File: config.mk
export PLATFORM = sky130hd
export DESIGN_NAME = tldc_top
export DESIGN_NICKNAME = d
export VERILOG_FILES = /design/src/design/tldc_pkg.sv /design/src/design/tldc_top.sv
export VERILOG_INCLUDE_DIRS = /design/src /design/src/design
export SDC_FILE = /design/constraint.sdc
export NUM_CORES = 2
export LEC_CHECK = 0
export ABC_AREA = 1
export BUFFER_PORTS_ARGS = -buffer_cell sky130_fd_sc_hd__buf_2
export CAP_MARGIN = 10
export CORE_MARGIN = 1.5
export CORE_UTILIZATION = 60
export DETAILED_ROUTE_END_ITERATION = 8
export GPL_TIMING_DRIVEN = 0
export PLACE_DENSITY = 0.8
export SYNTH_ARGS = -nofsm -noshare
export SYNTH_HDL_FRONTEND = slang
export SYNTH_SLANG_ARGS = --single-unit
File: constraint.sdc
create_clock -name pclk -period 6.2 [get_ports pclk]
set_input_delay 0.31 -clock pclk [delete_from_list [all_inputs] [get_ports pclk]]
set_output_delay 0.31 -clock pclk [all_outputs]
set_load 0.005 [all_outputs]
File: src/design/tldc_defines.svh
// constants for the transmit line driver control block
`ifndef TLDC_DEFINES_SVH
`define TLDC_DEFINES_SVH
// ----------------------------------------------------------------------
// geometry
// ----------------------------------------------------------------------
`define TLDC_NCH          16
`define TLDC_NTPL         8
`define TLDC_NSAMP        20
`define TLDC_ROM_DEPTH    160
// ----------------------------------------------------------------------
// register word offsets (byte address bits 5:2), per channel block and global block
// ----------------------------------------------------------------------
`define TLDC_OFF_TXCFG0   4'h0
`define TLDC_OFF_STATUS_ZERO    4'h1
`define TLDC_OFF_IRQST0   4'h2
`define TLDC_OFF_IRQES    4'h3
`define TLDC_OFF_IRQMSK0  4'h4
`define TLDC_OFF_CHCFG    4'h5
`define TLDC_GLOBAL_BIT   10
`define TLDC_OFF_GCFG     4'h0
`define TLDC_OFF_SWRST    4'h1
`define TLDC_OFF_ROMSEL   4'h2
`define TLDC_OFF_ROMDAT   4'h3
// ----------------------------------------------------------------------
// field positions
// ----------------------------------------------------------------------
`define TLDC_B_OE         6
`define TLDC_B_TOFF       5
`define TLDC_B_HIZOC      4
`define TLDC_B_SING       3
`define TLDC_B_OC         4
`define TLDC_B_TCKLOS     3
`define TLDC_B_SETTLE     0
`define TLDC_B_CHANNEL_SOFT_RESET      1
`define TLDC_B_E1         0
`define TLDC_ROMSEL_SAMP  8
// ----------------------------------------------------------------------
// reset values
// ----------------------------------------------------------------------
`define TLDC_RST_TXCFG0   7'h00
`define TLDC_RST_IRQMSK   1'b1
// ----------------------------------------------------------------------
// timing
// ----------------------------------------------------------------------
`define TLDC_CLK_NS       10
`define TLDC_MCLK_LOSS_NS 1000000
`define TLDC_SETTLE_NS    1000000
`define TLDC_HWRST_NS     2000
`define TLDC_HWRST_CYC    ((`TLDC_HWRST_NS + `TLDC_CLK_NS - 1) / `TLDC_CLK_NS)
`define TLDC_MCLK_LOSS_CYC (`TLDC_MCLK_LOSS_NS / `TLDC_CLK_NS)
`define TLDC_SETTLE_CYC   (`TLDC_SETTLE_NS / `TLDC_CLK_NS)
`define TLDC_TCLK_LOSS    64
`define TLDC_PCLK_KHZ     100000
`define TLDC_T1_KHZ       1544
`define TLDC_E1_KHZ       2048
`define TLDC_ACC_W        24
`define TLDC_INC(khz)     (64'(khz) * (64'd1 << `TLDC_ACC_W) / 64'(`TLDC_PCLK_KHZ))
`endif

File: src/design/tldc_pkg.sv
// shared types for the transmit line driver control block
package tldc_pkg;
  typedef logic [6:0] tldc_sample_t;
  typedef logic [2:0] tldc_term_t;
  typedef logic [3:0] tldc_chan_t;
endpackage : tldc_pkg

File: src/design/tldc_top.sv
// transmit line driver control: high-z decision, over-current, template rom, apb registers
//
// The APB register port and the register addresses were decided locally.
`include "tldc_defines.svh"
module tldc_top #(
  parameter int MCLK_LOSS_CYC = `TLDC_MCLK_LOSS_CYC,
  parameter int SETTLE_CYC    = `TLDC_SETTLE_CYC
) (
  input  wire logic                   pclk,                  // master clock, 100 MHz
  input  wire logic                   presetn,               // power-on reset, async, low
  input  wire logic [11:0]            paddr,                 // apb byte address
  input  wire logic                   psel,                  // apb select
  input  wire logic                   penable,               // apb access phase
  input  wire logic                   pwrite,                // apb direction
  input  wire logic [31:0]            pwdata,                // apb write data
  output logic      [31:0]            prdata,                // apb read data
  output logic                        pready,                // apb ready
  output logic                        pslverr,               // apb error, unmapped
  input  wire logic                   oe_pin,                // global output enable pin
  input  wire logic                   mclk_pin,              // master clock reference pin
  input  wire logic                   rst_pin_n,             // hardware reset pin
  input  wire logic [`TLDC_NCH-1:0]   tx_sys_clock,          // system transmit clocks
  input  wire logic [`TLDC_NCH-1:0]   tx_sys_data,           // system transmit data
  input  wire logic [`TLDC_NCH-1:0]   tx_overcurrent,        // driver over-current detect
  input  wire logic [`TLDC_NCH-1:0]   tx_nrz_format,         // channel in an nrz format
  input  wire logic [`TLDC_NCH-1:0]   tx_loop_or_pattern,    // remote loop or line_rate_clock pattern
  output logic      [`TLDC_NCH-1:0]   line_out_tip_oe,       // tip driver enable
  output logic      [`TLDC_NCH-1:0]   line_out_ring_oe,      // ring driver enable
  output logic      [`TLDC_NCH-1:0]   current_limit,         // limit current to 100 mA pp
  output logic      [`TLDC_NCH*3-1:0] tx_termination,        // termination code per channel
  output logic      [`TLDC_NCH-1:0]   tx_multifunction_out,  // over-current indication
  output logic      [`TLDC_NCH-1:0]   tx_multifunction_oe,   // multifunction driver enable
  output logic      [`TLDC_NCH-1:0]   tx_core_data,          // gated system data to core
  output logic                        line_rate_clock,       // line-rate tick, one cycle
  output logic                        irq_n                  // interrupt, active low
);
  // ----------------------------------------------------------------------
  // template rom: eight templates of twenty samples
  // ----------------------------------------------------------------------
  localparam tldc_pkg::tldc_sample_t ROM [`TLDC_ROM_DEPTH] = '{
    7'h00, 7'h00, 7'h00, 7'h0c, 7'h30, 7'h00, 7'h00, 7'h00, 7'h00, 7'h00,
    7'h00, 7'h00, 7'h00, 7'h00, 7'h00, 7'h00, 7'h00, 7'h00, 7'h00, 7'h00,
    7'h00, 7'h00, 7'h00, 7'h0f, 7'h3c, 7'h00, 7'h00, 7'h00, 7'h00, 7'h00,
    7'h00, 7'h00, 7'h00, 7'h00, 7'h00, 7'h00, 7'h00, 7'h00, 7'h00, 7'h00,
    7'h17, 7'h27, 7'h27, 7'h26, 7'h25, 7'h25, 7'h25, 7'h24, 7'h23, 7'h4a,
    7'h4a, 7'h49, 7'h47, 7'h45, 7'h44, 7'h43, 7'h42, 7'h41, 7'h00, 7'h00,
    7'h1b, 7'h2e, 7'h2c, 7'h2a, 7'h29, 7'h28, 7'h27, 7'h26, 7'h25, 7'h50,
    7'h4f, 7'h4d, 7'h4a, 7'h48, 7'h46, 7'h44, 7'h43, 7'h42, 7'h41, 7'h00,
    7'h1f, 7'h34, 7'h2f, 7'h2c, 7'h2b, 7'h2a, 7'h29, 7'h28, 7'h25, 7'h57,
    7'h53, 7'h50, 7'h4b, 7'h48, 7'h46, 7'h44, 7'h43, 7'h42, 7'h41, 7'h00,
    7'h20, 7'h3b, 7'h35, 7'h2f, 7'h2e, 7'h2d, 7'h2c, 7'h2a, 7'h28, 7'h58,
    7'h58, 7'h53, 7'h4c, 7'h48, 7'h46, 7'h44, 7'h43, 7'h42, 7'h41, 7'h00,
    7'h20, 7'h3f, 7'h38, 7'h33, 7'h2f, 7'h2e, 7'h2d, 7'h2c, 7'h29, 7'h5f,
    7'h5e, 7'h57, 7'h4f, 7'h49, 7'h47, 7'h44, 7'h43, 7'h42, 7'h41, 7'h00,
    7'h17, 7'h27, 7'h27, 7'h26, 7'h25, 7'h25, 7'h25, 7'h24, 7'h23, 7'h4a,
    7'h4a, 7'h49, 7'h47, 7'h45, 7'h44, 7'h43, 7'h42, 7'h41, 7'h00, 7'h00
  };

  localparam int SW = 3 + 3 * `TLDC_NCH;
  localparam logic [`TLDC_ACC_W-1:0] INC_T1 = `TLDC_ACC_W'(`TLDC_INC(`TLDC_T1_KHZ));
  localparam logic [`TLDC_ACC_W-1:0] INC_E1 = `TLDC_ACC_W'(`TLDC_INC(`TLDC_E1_KHZ));

  // ----------------------------------------------------------------------
  // pin synchronisers: two flops, then a third stage for edge detection
  // ----------------------------------------------------------------------
  logic [SW-1:0] sync1_q, sync2_q, sync3_q;
  always_ff @(posedge pclk or negedge presetn) begin
    if (!presetn) begin
      sync1_q <= '0;
      sync2_q <= '0;
      sync3_q <= '0;
    end else begin
      sync1_q <= {oe_pin, mclk_pin, rst_pin_n, tx_sys_clock, tx_sys_data, tx_overcurrent};
      sync2_q <= sync1_q;
      sync3_q <= sync2_q;
    end
  end

  wire                 oe_s    = sync2_q[SW-1];
  wire                 mclk_ed = sync2_q[SW-2] ^ sync3_q[SW-2];
  wire                 rstp_s  = sync2_q[SW-3];
  wire [`TLDC_NCH-1:0] tclk_s  = sync2_q[3*`TLDC_NCH-1:2*`TLDC_NCH];
  wire [`TLDC_NCH-1:0] tclk_p  = sync3_q[3*`TLDC_NCH-1:2*`TLDC_NCH];
  wire [`TLDC_NCH-1:0] tdat_s  = sync2_q[2*`TLDC_NCH-1:`TLDC_NCH];
  wire [`TLDC_NCH-1:0] oc_s    = sync2_q[`TLDC_NCH-1:0];

  // ----------------------------------------------------------------------
  // apb decode: zero wait states, unmapped addresses answer pslverr
  // ----------------------------------------------------------------------
  wire             acc     = psel & penable;
  wire             glob    = paddr[`TLDC_GLOBAL_BIT];
  wire [3:0]       reg_idx = paddr[5:2];
  wire [3:0]       ch_sel  = paddr[9:6];
  wire             wr_acc  = acc & pwrite;
  wire             ch_map  = !glob && !paddr[11] && (reg_idx <= `TLDC_OFF_CHCFG);
  wire             gl_map  = glob && !paddr[11] && (paddr[9:6] == 4'h0) && (reg_idx <= `TLDC_OFF_ROMDAT);
  wire             mapped  = ch_map | gl_map;
  wire             wr_ch   = wr_acc & ch_map;
  wire             swrst   = wr_acc & gl_map & (reg_idx == `TLDC_OFF_SWRST);
  assign pready  = 1'b1;
  assign pslverr = acc & ~mapped;

  // ----------------------------------------------------------------------
  // global state: mode, rom pointer, reset pin filter, master clock watch
  // ----------------------------------------------------------------------
  logic        e1_mode_q;
  logic [3:0]  tpl_sel_q;
  logic [4:0]  samp_idx_q;
  logic [7:0]  hwrst_cnt_q;
  logic [16:0] mclk_idle_q;
  logic [`TLDC_ACC_W:0] acc_q;
  wire   hw_rst    = (hwrst_cnt_q >= 8'(`TLDC_HWRST_CYC));
  wire   glob_rst  = hw_rst | swrst;
  wire   mclk_loss = (mclk_idle_q >= 17'(MCLK_LOSS_CYC));
  wire   gl_wr     = wr_acc & gl_map;

  always_ff @(posedge pclk or negedge presetn) begin
    if (!presetn) begin
      e1_mode_q  <= 1'b0;
      tpl_sel_q  <= 4'h0;
      samp_idx_q <= 5'h00;
    end else if (glob_rst) begin
      e1_mode_q  <= 1'b0;
      tpl_sel_q  <= 4'h0;
      samp_idx_q <= 5'h00;
    end else if (gl_wr && reg_idx == `TLDC_OFF_GCFG) begin
      e1_mode_q  <= pwdata[`TLDC_B_E1];
    end else if (gl_wr && reg_idx == `TLDC_OFF_ROMSEL) begin
      tpl_sel_q  <= pwdata[3:0];
      samp_idx_q <= pwdata[`TLDC_ROMSEL_SAMP +: 5];
    end
  end

  // counts cycles that the reset pin is low; short glitches are ignored
  always_ff @(posedge pclk or negedge presetn) begin
    if (!presetn) begin
      hwrst_cnt_q <= 8'h00;
    end else if (rstp_s) begin
      hwrst_cnt_q <= 8'h00;
    end else if (!hw_rst) begin
      hwrst_cnt_q <= hwrst_cnt_q + 8'h01;
    end
  end

  // idle time of the master clock reference, saturating
  always_ff @(posedge pclk or negedge presetn) begin
    if (!presetn) begin
      mclk_idle_q <= 17'h00000;
    end else if (mclk_ed) begin
      mclk_idle_q <= 17'h00000;
    end else if (!mclk_loss) begin
      mclk_idle_q <= mclk_idle_q + 17'h00001;
    end
  end

  // phase accumulator: carry out is the line-rate tick, jitter of one pclk
  always_ff @(posedge pclk or negedge presetn) begin
    if (!presetn) begin
      acc_q <= '0;
    end else begin
      acc_q <= {1'b0, acc_q[`TLDC_ACC_W-1:0]} + {1'b0, (e1_mode_q ? INC_E1 : INC_T1)};
    end
  end
  wire xtick = acc_q[`TLDC_ACC_W];
  assign line_rate_clock = xtick;

  // rom read: template index times twenty plus sample, sample 1 first
  wire [7:0] rom_addr = ({5'h00, tpl_sel_q[2:0]} * 8'd20) + {3'h0, samp_idx_q - 5'd1};
  wire       rom_ok   = !tpl_sel_q[3] && (samp_idx_q != 5'h00) && (samp_idx_q <= 5'(`TLDC_NSAMP));
  wire tldc_pkg::tldc_sample_t rom_val = rom_ok ? ROM[rom_addr] : 7'h00;

  // ----------------------------------------------------------------------
  // per-channel logic
  // ----------------------------------------------------------------------
  logic [6:0]  txcfg_q  [`TLDC_NCH];
  logic        channel_soft_reset_q  [`TLDC_NCH];
  logic        oc_ist_q [`TLDC_NCH];
  logic        oc_es_q  [`TLDC_NCH];
  logic        oc_msk_q [`TLDC_NCH];
  logic        tcklos   [`TLDC_NCH];
  logic        settle   [`TLDC_NCH];
  logic [`TLDC_NCH-1:0] irq_vec;

  genvar c;
  generate
    for (c = 0; c < `TLDC_NCH; c++) begin : g_ch
      logic        oc_live_q, toff_prev_q, mf_q, dat_q;
      logic [6:0]  tck_idle_q;
      logic [16:0] settle_q;
      wire   sel    = wr_ch && (ch_sel == 4'(c));
      wire   off    = txcfg_q[c][`TLDC_B_TOFF];
      wire   oc_rise = oc_s[c] & ~oc_live_q;
      wire   oc_any  = oc_s[c] ^ oc_live_q;
      wire   oc_set  = oc_es_q[c] ? oc_any : oc_rise;
      wire   oc_clr  = sel && reg_idx == `TLDC_OFF_IRQST0 && pwdata[`TLDC_B_OC];
      wire   tck_ed  = (tclk_s[c] ^ tclk_p[c]) & ~off;

      // configuration registers
      always_ff @(posedge pclk or negedge presetn) begin
        if (!presetn) begin
          txcfg_q[c]  <= `TLDC_RST_TXCFG0;
          channel_soft_reset_q[c]  <= 1'b0;
          oc_es_q[c]  <= 1'b0;
          oc_msk_q[c] <= `TLDC_RST_IRQMSK;
        end else if (glob_rst) begin
          txcfg_q[c]  <= `TLDC_RST_TXCFG0;
          channel_soft_reset_q[c]  <= 1'b0;
          oc_es_q[c]  <= 1'b0;
          oc_msk_q[c] <= `TLDC_RST_IRQMSK;
        end else if (sel) begin
          if (reg_idx == `TLDC_OFF_TXCFG0)  txcfg_q[c]  <= pwdata[6:0];
          if (reg_idx == `TLDC_OFF_CHCFG)   channel_soft_reset_q[c]  <= pwdata[`TLDC_B_CHANNEL_SOFT_RESET];
          if (reg_idx == `TLDC_OFF_IRQES)   oc_es_q[c]  <= pwdata[`TLDC_B_OC];
          if (reg_idx == `TLDC_OFF_IRQMSK0) oc_msk_q[c] <= pwdata[`TLDC_B_OC];
        end
      end

      // live and sticky over-current status; a new event beats the clear
      always_ff @(posedge pclk or negedge presetn) begin
        if (!presetn) begin
          oc_live_q   <= 1'b0;
          oc_ist_q[c] <= 1'b0;
        end else begin
          oc_live_q   <= oc_s[c];
          oc_ist_q[c] <= glob_rst ? 1'b0 : (oc_set | (oc_ist_q[c] & ~oc_clr));
        end
      end

      // transmit clock idle count in line-rate ticks, held clear while off
      always_ff @(posedge pclk or negedge presetn) begin
        if (!presetn) begin
          tck_idle_q <= 7'h00;
        end else if (tck_ed || off) begin
          tck_idle_q <= 7'h00;
        end else if (xtick && !tcklos[c]) begin
          tck_idle_q <= tck_idle_q + 7'h01;
        end
      end
      assign tcklos[c] = (tck_idle_q > 7'(`TLDC_TCLK_LOSS));

      // settle window after power-down is released
      always_ff @(posedge pclk or negedge presetn) begin
        if (!presetn) begin
          toff_prev_q <= 1'b0;
          settle_q    <= 17'h00000;
        end else begin
          toff_prev_q <= off;
          if (off) begin
            settle_q <= 17'h00000;
          end else if (toff_prev_q) begin
            settle_q <= 17'(SETTLE_CYC);
          end else if (settle_q != 17'h00000) begin
            settle_q <= settle_q - 17'h00001;
          end
        end
      end
      assign settle[c] = (settle_q != 17'h00000) | toff_prev_q;

      // high-z causes; enable drops in the same cycle as any cause
      wire hiz_glob = !oe_s | mclk_loss | glob_rst;
      wire hiz_ch   = !txcfg_q[c][`TLDC_B_OE]
                    | off | settle[c]
                    | channel_soft_reset_q[c]
                    | (tcklos[c] & tx_nrz_format[c] & ~tx_loop_or_pattern[c])
                    | (oc_s[c] & txcfg_q[c][`TLDC_B_HIZOC]);
      wire drive    = ~(hiz_glob | hiz_ch);
      assign line_out_tip_oe[c]  = drive;
      assign line_out_ring_oe[c] = drive & ~txcfg_q[c][`TLDC_B_SING];
      assign current_limit[c]    = oc_s[c] & ~txcfg_q[c][`TLDC_B_HIZOC];
      assign tx_termination[3*c +: 3] = txcfg_q[c][2:0];
      assign irq_vec[c] = oc_ist_q[c] & ~oc_msk_q[c];

      // multifunction output and gated system data
      always_ff @(posedge pclk or negedge presetn) begin
        if (!presetn) begin
          mf_q  <= 1'b0;
          dat_q <= 1'b0;
        end else begin
          mf_q  <= oc_s[c];
          dat_q <= tdat_s[c] & ~off;
        end
      end
      assign tx_multifunction_out[c] = mf_q;
      assign tx_multifunction_oe[c]  = ~off;
      assign tx_core_data[c]         = dat_q;
    end
  endgenerate

  // interrupt output, low while any unmasked sticky bit is set
  assign irq_n = ~|irq_vec;

  // ----------------------------------------------------------------------
  // read mux
  // ----------------------------------------------------------------------
  logic [31:0] rd_ch, rd_gl;
  always_comb begin
    case (reg_idx)
      `TLDC_OFF_TXCFG0:  rd_ch = {25'h0, txcfg_q[ch_sel]};
      `TLDC_OFF_STATUS_ZERO:   rd_ch = {27'h0, oc_s[ch_sel], tcklos[ch_sel], 2'b00, settle[ch_sel]};
      `TLDC_OFF_IRQST0:  rd_ch = {27'h0, oc_ist_q[ch_sel], 4'h0};
      `TLDC_OFF_IRQES:   rd_ch = {27'h0, oc_es_q[ch_sel], 4'h0};
      `TLDC_OFF_IRQMSK0: rd_ch = {27'h0, oc_msk_q[ch_sel], 4'h0};
      `TLDC_OFF_CHCFG:   rd_ch = {30'h0, channel_soft_reset_q[ch_sel], 1'b0};
      default:           rd_ch = 32'h0;
    endcase
    case (reg_idx)
      `TLDC_OFF_GCFG:    rd_gl = {31'h0, e1_mode_q};
      `TLDC_OFF_ROMSEL:  rd_gl = {19'h0, samp_idx_q, 4'h0, tpl_sel_q};
      `TLDC_OFF_ROMDAT:  rd_gl = {25'h0, rom_val};
      default:           rd_gl = 32'h0;
    endcase
  end
  assign prdata = (acc && !pwrite) ? (ch_map ? rd_ch : (gl_map ? rd_gl : 32'h0)) : 32'h0;
endmodule : tldc_top

==> metrics.csv <==
stage,metric,value,unit
cts,CTS tree,done,
global_routing,largest net degree at the start of global routing,126,
pwr,Power Internal,10.5,mW
layout,layout net count,5487,
worst_setup_path,startpoint class of the critical path,flip-flop,
placement,HPWL Detailed,85800,µm
floorplanning,die area,68200,µm²
floorplanning,Starting Density,60.7,%
synthesis,Yosys top cell area share,48.3,%
worst_setup_path,"setup slack, reg-to-reg",2620,ps
drt,routed vias/inst,5.83,
floorplanning,IO Count,312,
pwr,total power,15.3,mW
pwr,Sequential Power Share,44.9,%
global_routing,first-pass GRT wire length,182000,µm
run,Max Cap Viol,0,
global_routing,vias in the first global route,34300,
worst_setup_path,CP Data Required Time,5890,ps
worst_setup_path,Worst Setup Path Type,reg2out,
global_routing,initial antenna violation count,11,
synthesis,most frequent cell after synthesis,nand2_1,
pwr,VDD IR max,0.265,mV
timing,Hold Fails Final Rpt,0,
synthesis,Synth area leader,dfrtp_1,
global_routing,Total GRT Usage,34.3,%
synthesis,"flops & latches, synth",787,
timing,Final Skew,20.4,ps
synthesis,Post-synth EDFFs,0,
floorplanning,Die Y,261,µm
cts,Clock Root Buffer,clkbuf_16,
floorplanning,Cell Rows,94,
worst_setup_path,Reg2Reg Depth,9,
cts,TritonCTS Sinks,787,
drt,via count,36100,
synthesis,commonest cells in the netlist,"793 x nand2_1, 771 x dfrtp_1, 627 x inv_1",
placement,Placer Congestion,1.02,
timing,Slew headroom,4.78,%
timing,Worst-Margin Slew,1430,ps
timing,setup TNS,0,ps
pwr,Clock Power Share,34.5,%
timing,"Min Clock Period, post-route",5440,ps
pwr,PwrDens,332,nW/µm²
synthesis,Cells after Synth,4816,
timing,RSZ-0062 raised after global routing,no,
worst_setup_path,Crit. End Element,output port,
synthesis,"top cells by area, synth","dfrtp_1 48%, nand2_1 7.4%, inv_1 5.9%",
layout,share of layout cells above drive strength 1,12.1,%
drt,WL/cell,19.0,µm
floorplanning,DIE WIDTH,261,µm
synthesis,count of cell types in the netlist,62,
timing,Pins Over Slew Limit,0,
synthesis,ys async rst share,100,%
timing,Final Cycle Share,87.7,%
pwr,Comb power frac,20.6,%
cts,clk_lat worst skew,650,ps
drt,drt pass-1 iters,8,
drt,Post-route DRC,0,
worst_setup_path,"Arr. time, crit path",5130,ps
pwr,leakage,22.5,nW
drt,initial drt markers,3706,
synthesis,Main synth FF type,dfrtp_1,
global_routing,"Remaining Overflow, GRT",0,
cts,clk buf depth,3,
timing,setup violators final,0,
synthesis,"Seq/Total Area, Yosys",49.3,%
cts,Max H-tree Level,3,
synthesis,synth warn,0,
pwr,switching share of power,31.6,%
timing,worst hold margin,43.2,ps
pwr,total net switching power,4.83,mW
drt,final wirelength,117000,µm
floorplanning,area of the core,65900,µm²
worst_setup_path,crit path max fanout,10,
cts,"Clk pin slew, worst setup/hold paths",70,ps
drt,Antenna Nets Post-Route,0,
min_path,WHS Path Cells,3,
synthesis,syn_area_per_cell,8.30,µm²
timing,fmax,0.184,GHz
synthesis,Netlist Area Pre-Place,40000,µm²
layout,final core utilization,70.0,%
layout,Layout area overhead,15.4,%
min_path,Worst Hold Class,in2reg,
outcome,status,"finished, final reports clean",
cts,CTS Buf Count,83,
placement,port buffer count,268,
## cells in the final DEF (no fill, tap or decap), types with 94 or more instances in the layout
cell type / count
inv_1: 627
nor2_1: 597
buf_2: 278
o21ai_1: 95
buf_4: 132
ha_1: 102
dfrtp_1: 771
nand3_1: 183
nand2_1: 793
o21ai_0: 279
a31oi_1: 94
a21oi_1: 310
nor3_1: 169
## power by group through the flow
stage	clock network [mW]	registers [mW]	logic, mW
2_1_floorplan	0	6.74	2.40
3_3_place_gp	0	6.90	2.94
3_5_place_dp	0	6.90	3.09
4_1_cts	5.32	6.84	3.15
5_1_grt	5.54	6.99	3.64
6_report	5.27	6.87	3.16
## final timing paths
| check | startpoint | endpoint |
|---|---|---|
| worst max-delay path | samp_idx_q[0] | prdata[2] |
| worst min-delay path | pwdata[4] | txcfg_q[81] |
| worst max register to register | e1_mode_q | acc_q[24] |
| worst min register to register | sync1_q[24] | sync2_q[24] |
| max in group asynchronous | presetn | g_ch[9].settle_q[6] |
| min in group asynchronous | presetn | g_ch[3].settle_q[7] |
## metal layers
layer / part of all wire, % / GRT usage [%] / vias to the layer above
li1: - / - / 16900
met3: 10 / 8.57 / 376
met1: 41 / 45.8 / 17100
met4: 5.8 / 20.1 / 8
met5: 0.038 / 0 / -
met2: 44 / 51.1 / 1677
## kinds of logic (layout without fill, tap and decap cells)
logic type	count (synthesis)	count (layout)	share of synthesized area, %
XOR/XNOR	68	68	1.49
AND/OR/NAND/NOR	1946	1946	21.0
other	2	28	0.0188
buffers and inverters	849	1330	9.38
AO/OA/AOI/OAI	1061	1061	15.5
adder cells (fa/ha/maj)	103	103	3.24
flip-flops	787	787	49.3
## flip-flops by register name, summed over array words and instances, names as in the netlist, 8 cells and up
name / flops
oc_ist_q: 16
sync1_q: 51
oc_es_q: 16
g_ch.dat_q: 16
g_ch.off: 16
sync2_q: 51
channel_soft_reset_q: 16
g_ch.toff_prev_q: 16
tx_termination: 48
acc_q: 25
g_ch.tck_idle_q: 112
g_ch.settle_q: 272
sync3_q: 33
txcfg_q: 48
mclk_idle_q: 17
hwrst_cnt_q: 8
oc_msk_q: 16
## area by class of cell
class	count	area [µm²]
Antenna cell	7	17.5
Buffer	211	1350
Clock buffer	114	2440
Clock inverter	35	448
Fill cell	5205	19800
Inverter	638	2390
Multi-Input combinational cell	3199	16600
Sequential cell	787	19700
Tap cell	864	1080
Timing Repair Buffer	332	2090
## per-stage QoR
stage | area [µm²] | cells | setup slack [ps]
after CTS | 46100 | 6180 | 912
after global placement | 42500 | 5967 | -11820
final | 46100 | 6187 | 764
after floorplan | 40000 | 4835 | 2820
after detailed placement | 42600 | 5974 | 1610
after global routing | 46100 | 6183 | 433
## worst max-delay path: stages (launching register included)
cell      delay (ps)
dfrtp_1          560
inv_1            290
ha_1             300
nor2_1           140
inv_1             50
nand2_1           50
ha_1             160
inv_1             60
fa_1             640
inv_1             90
clkbuf_1         240
o21ai_0          280
inv_1            140
o21ai_0          190
o21ai_0          150
nand2_1           90
nand3_1          100
nand3_1          100
nand2_1           90
nand2_1           70
nand2_1           70
a21oi_1          430
buf_2            210
## repair_timing
item,CTS,global route
endpoints found under the hold margin,163,0
hold buffers,57,0
setup buffers,0,0
resized for setup,0,0
Power figures use the tool's default switching activity.
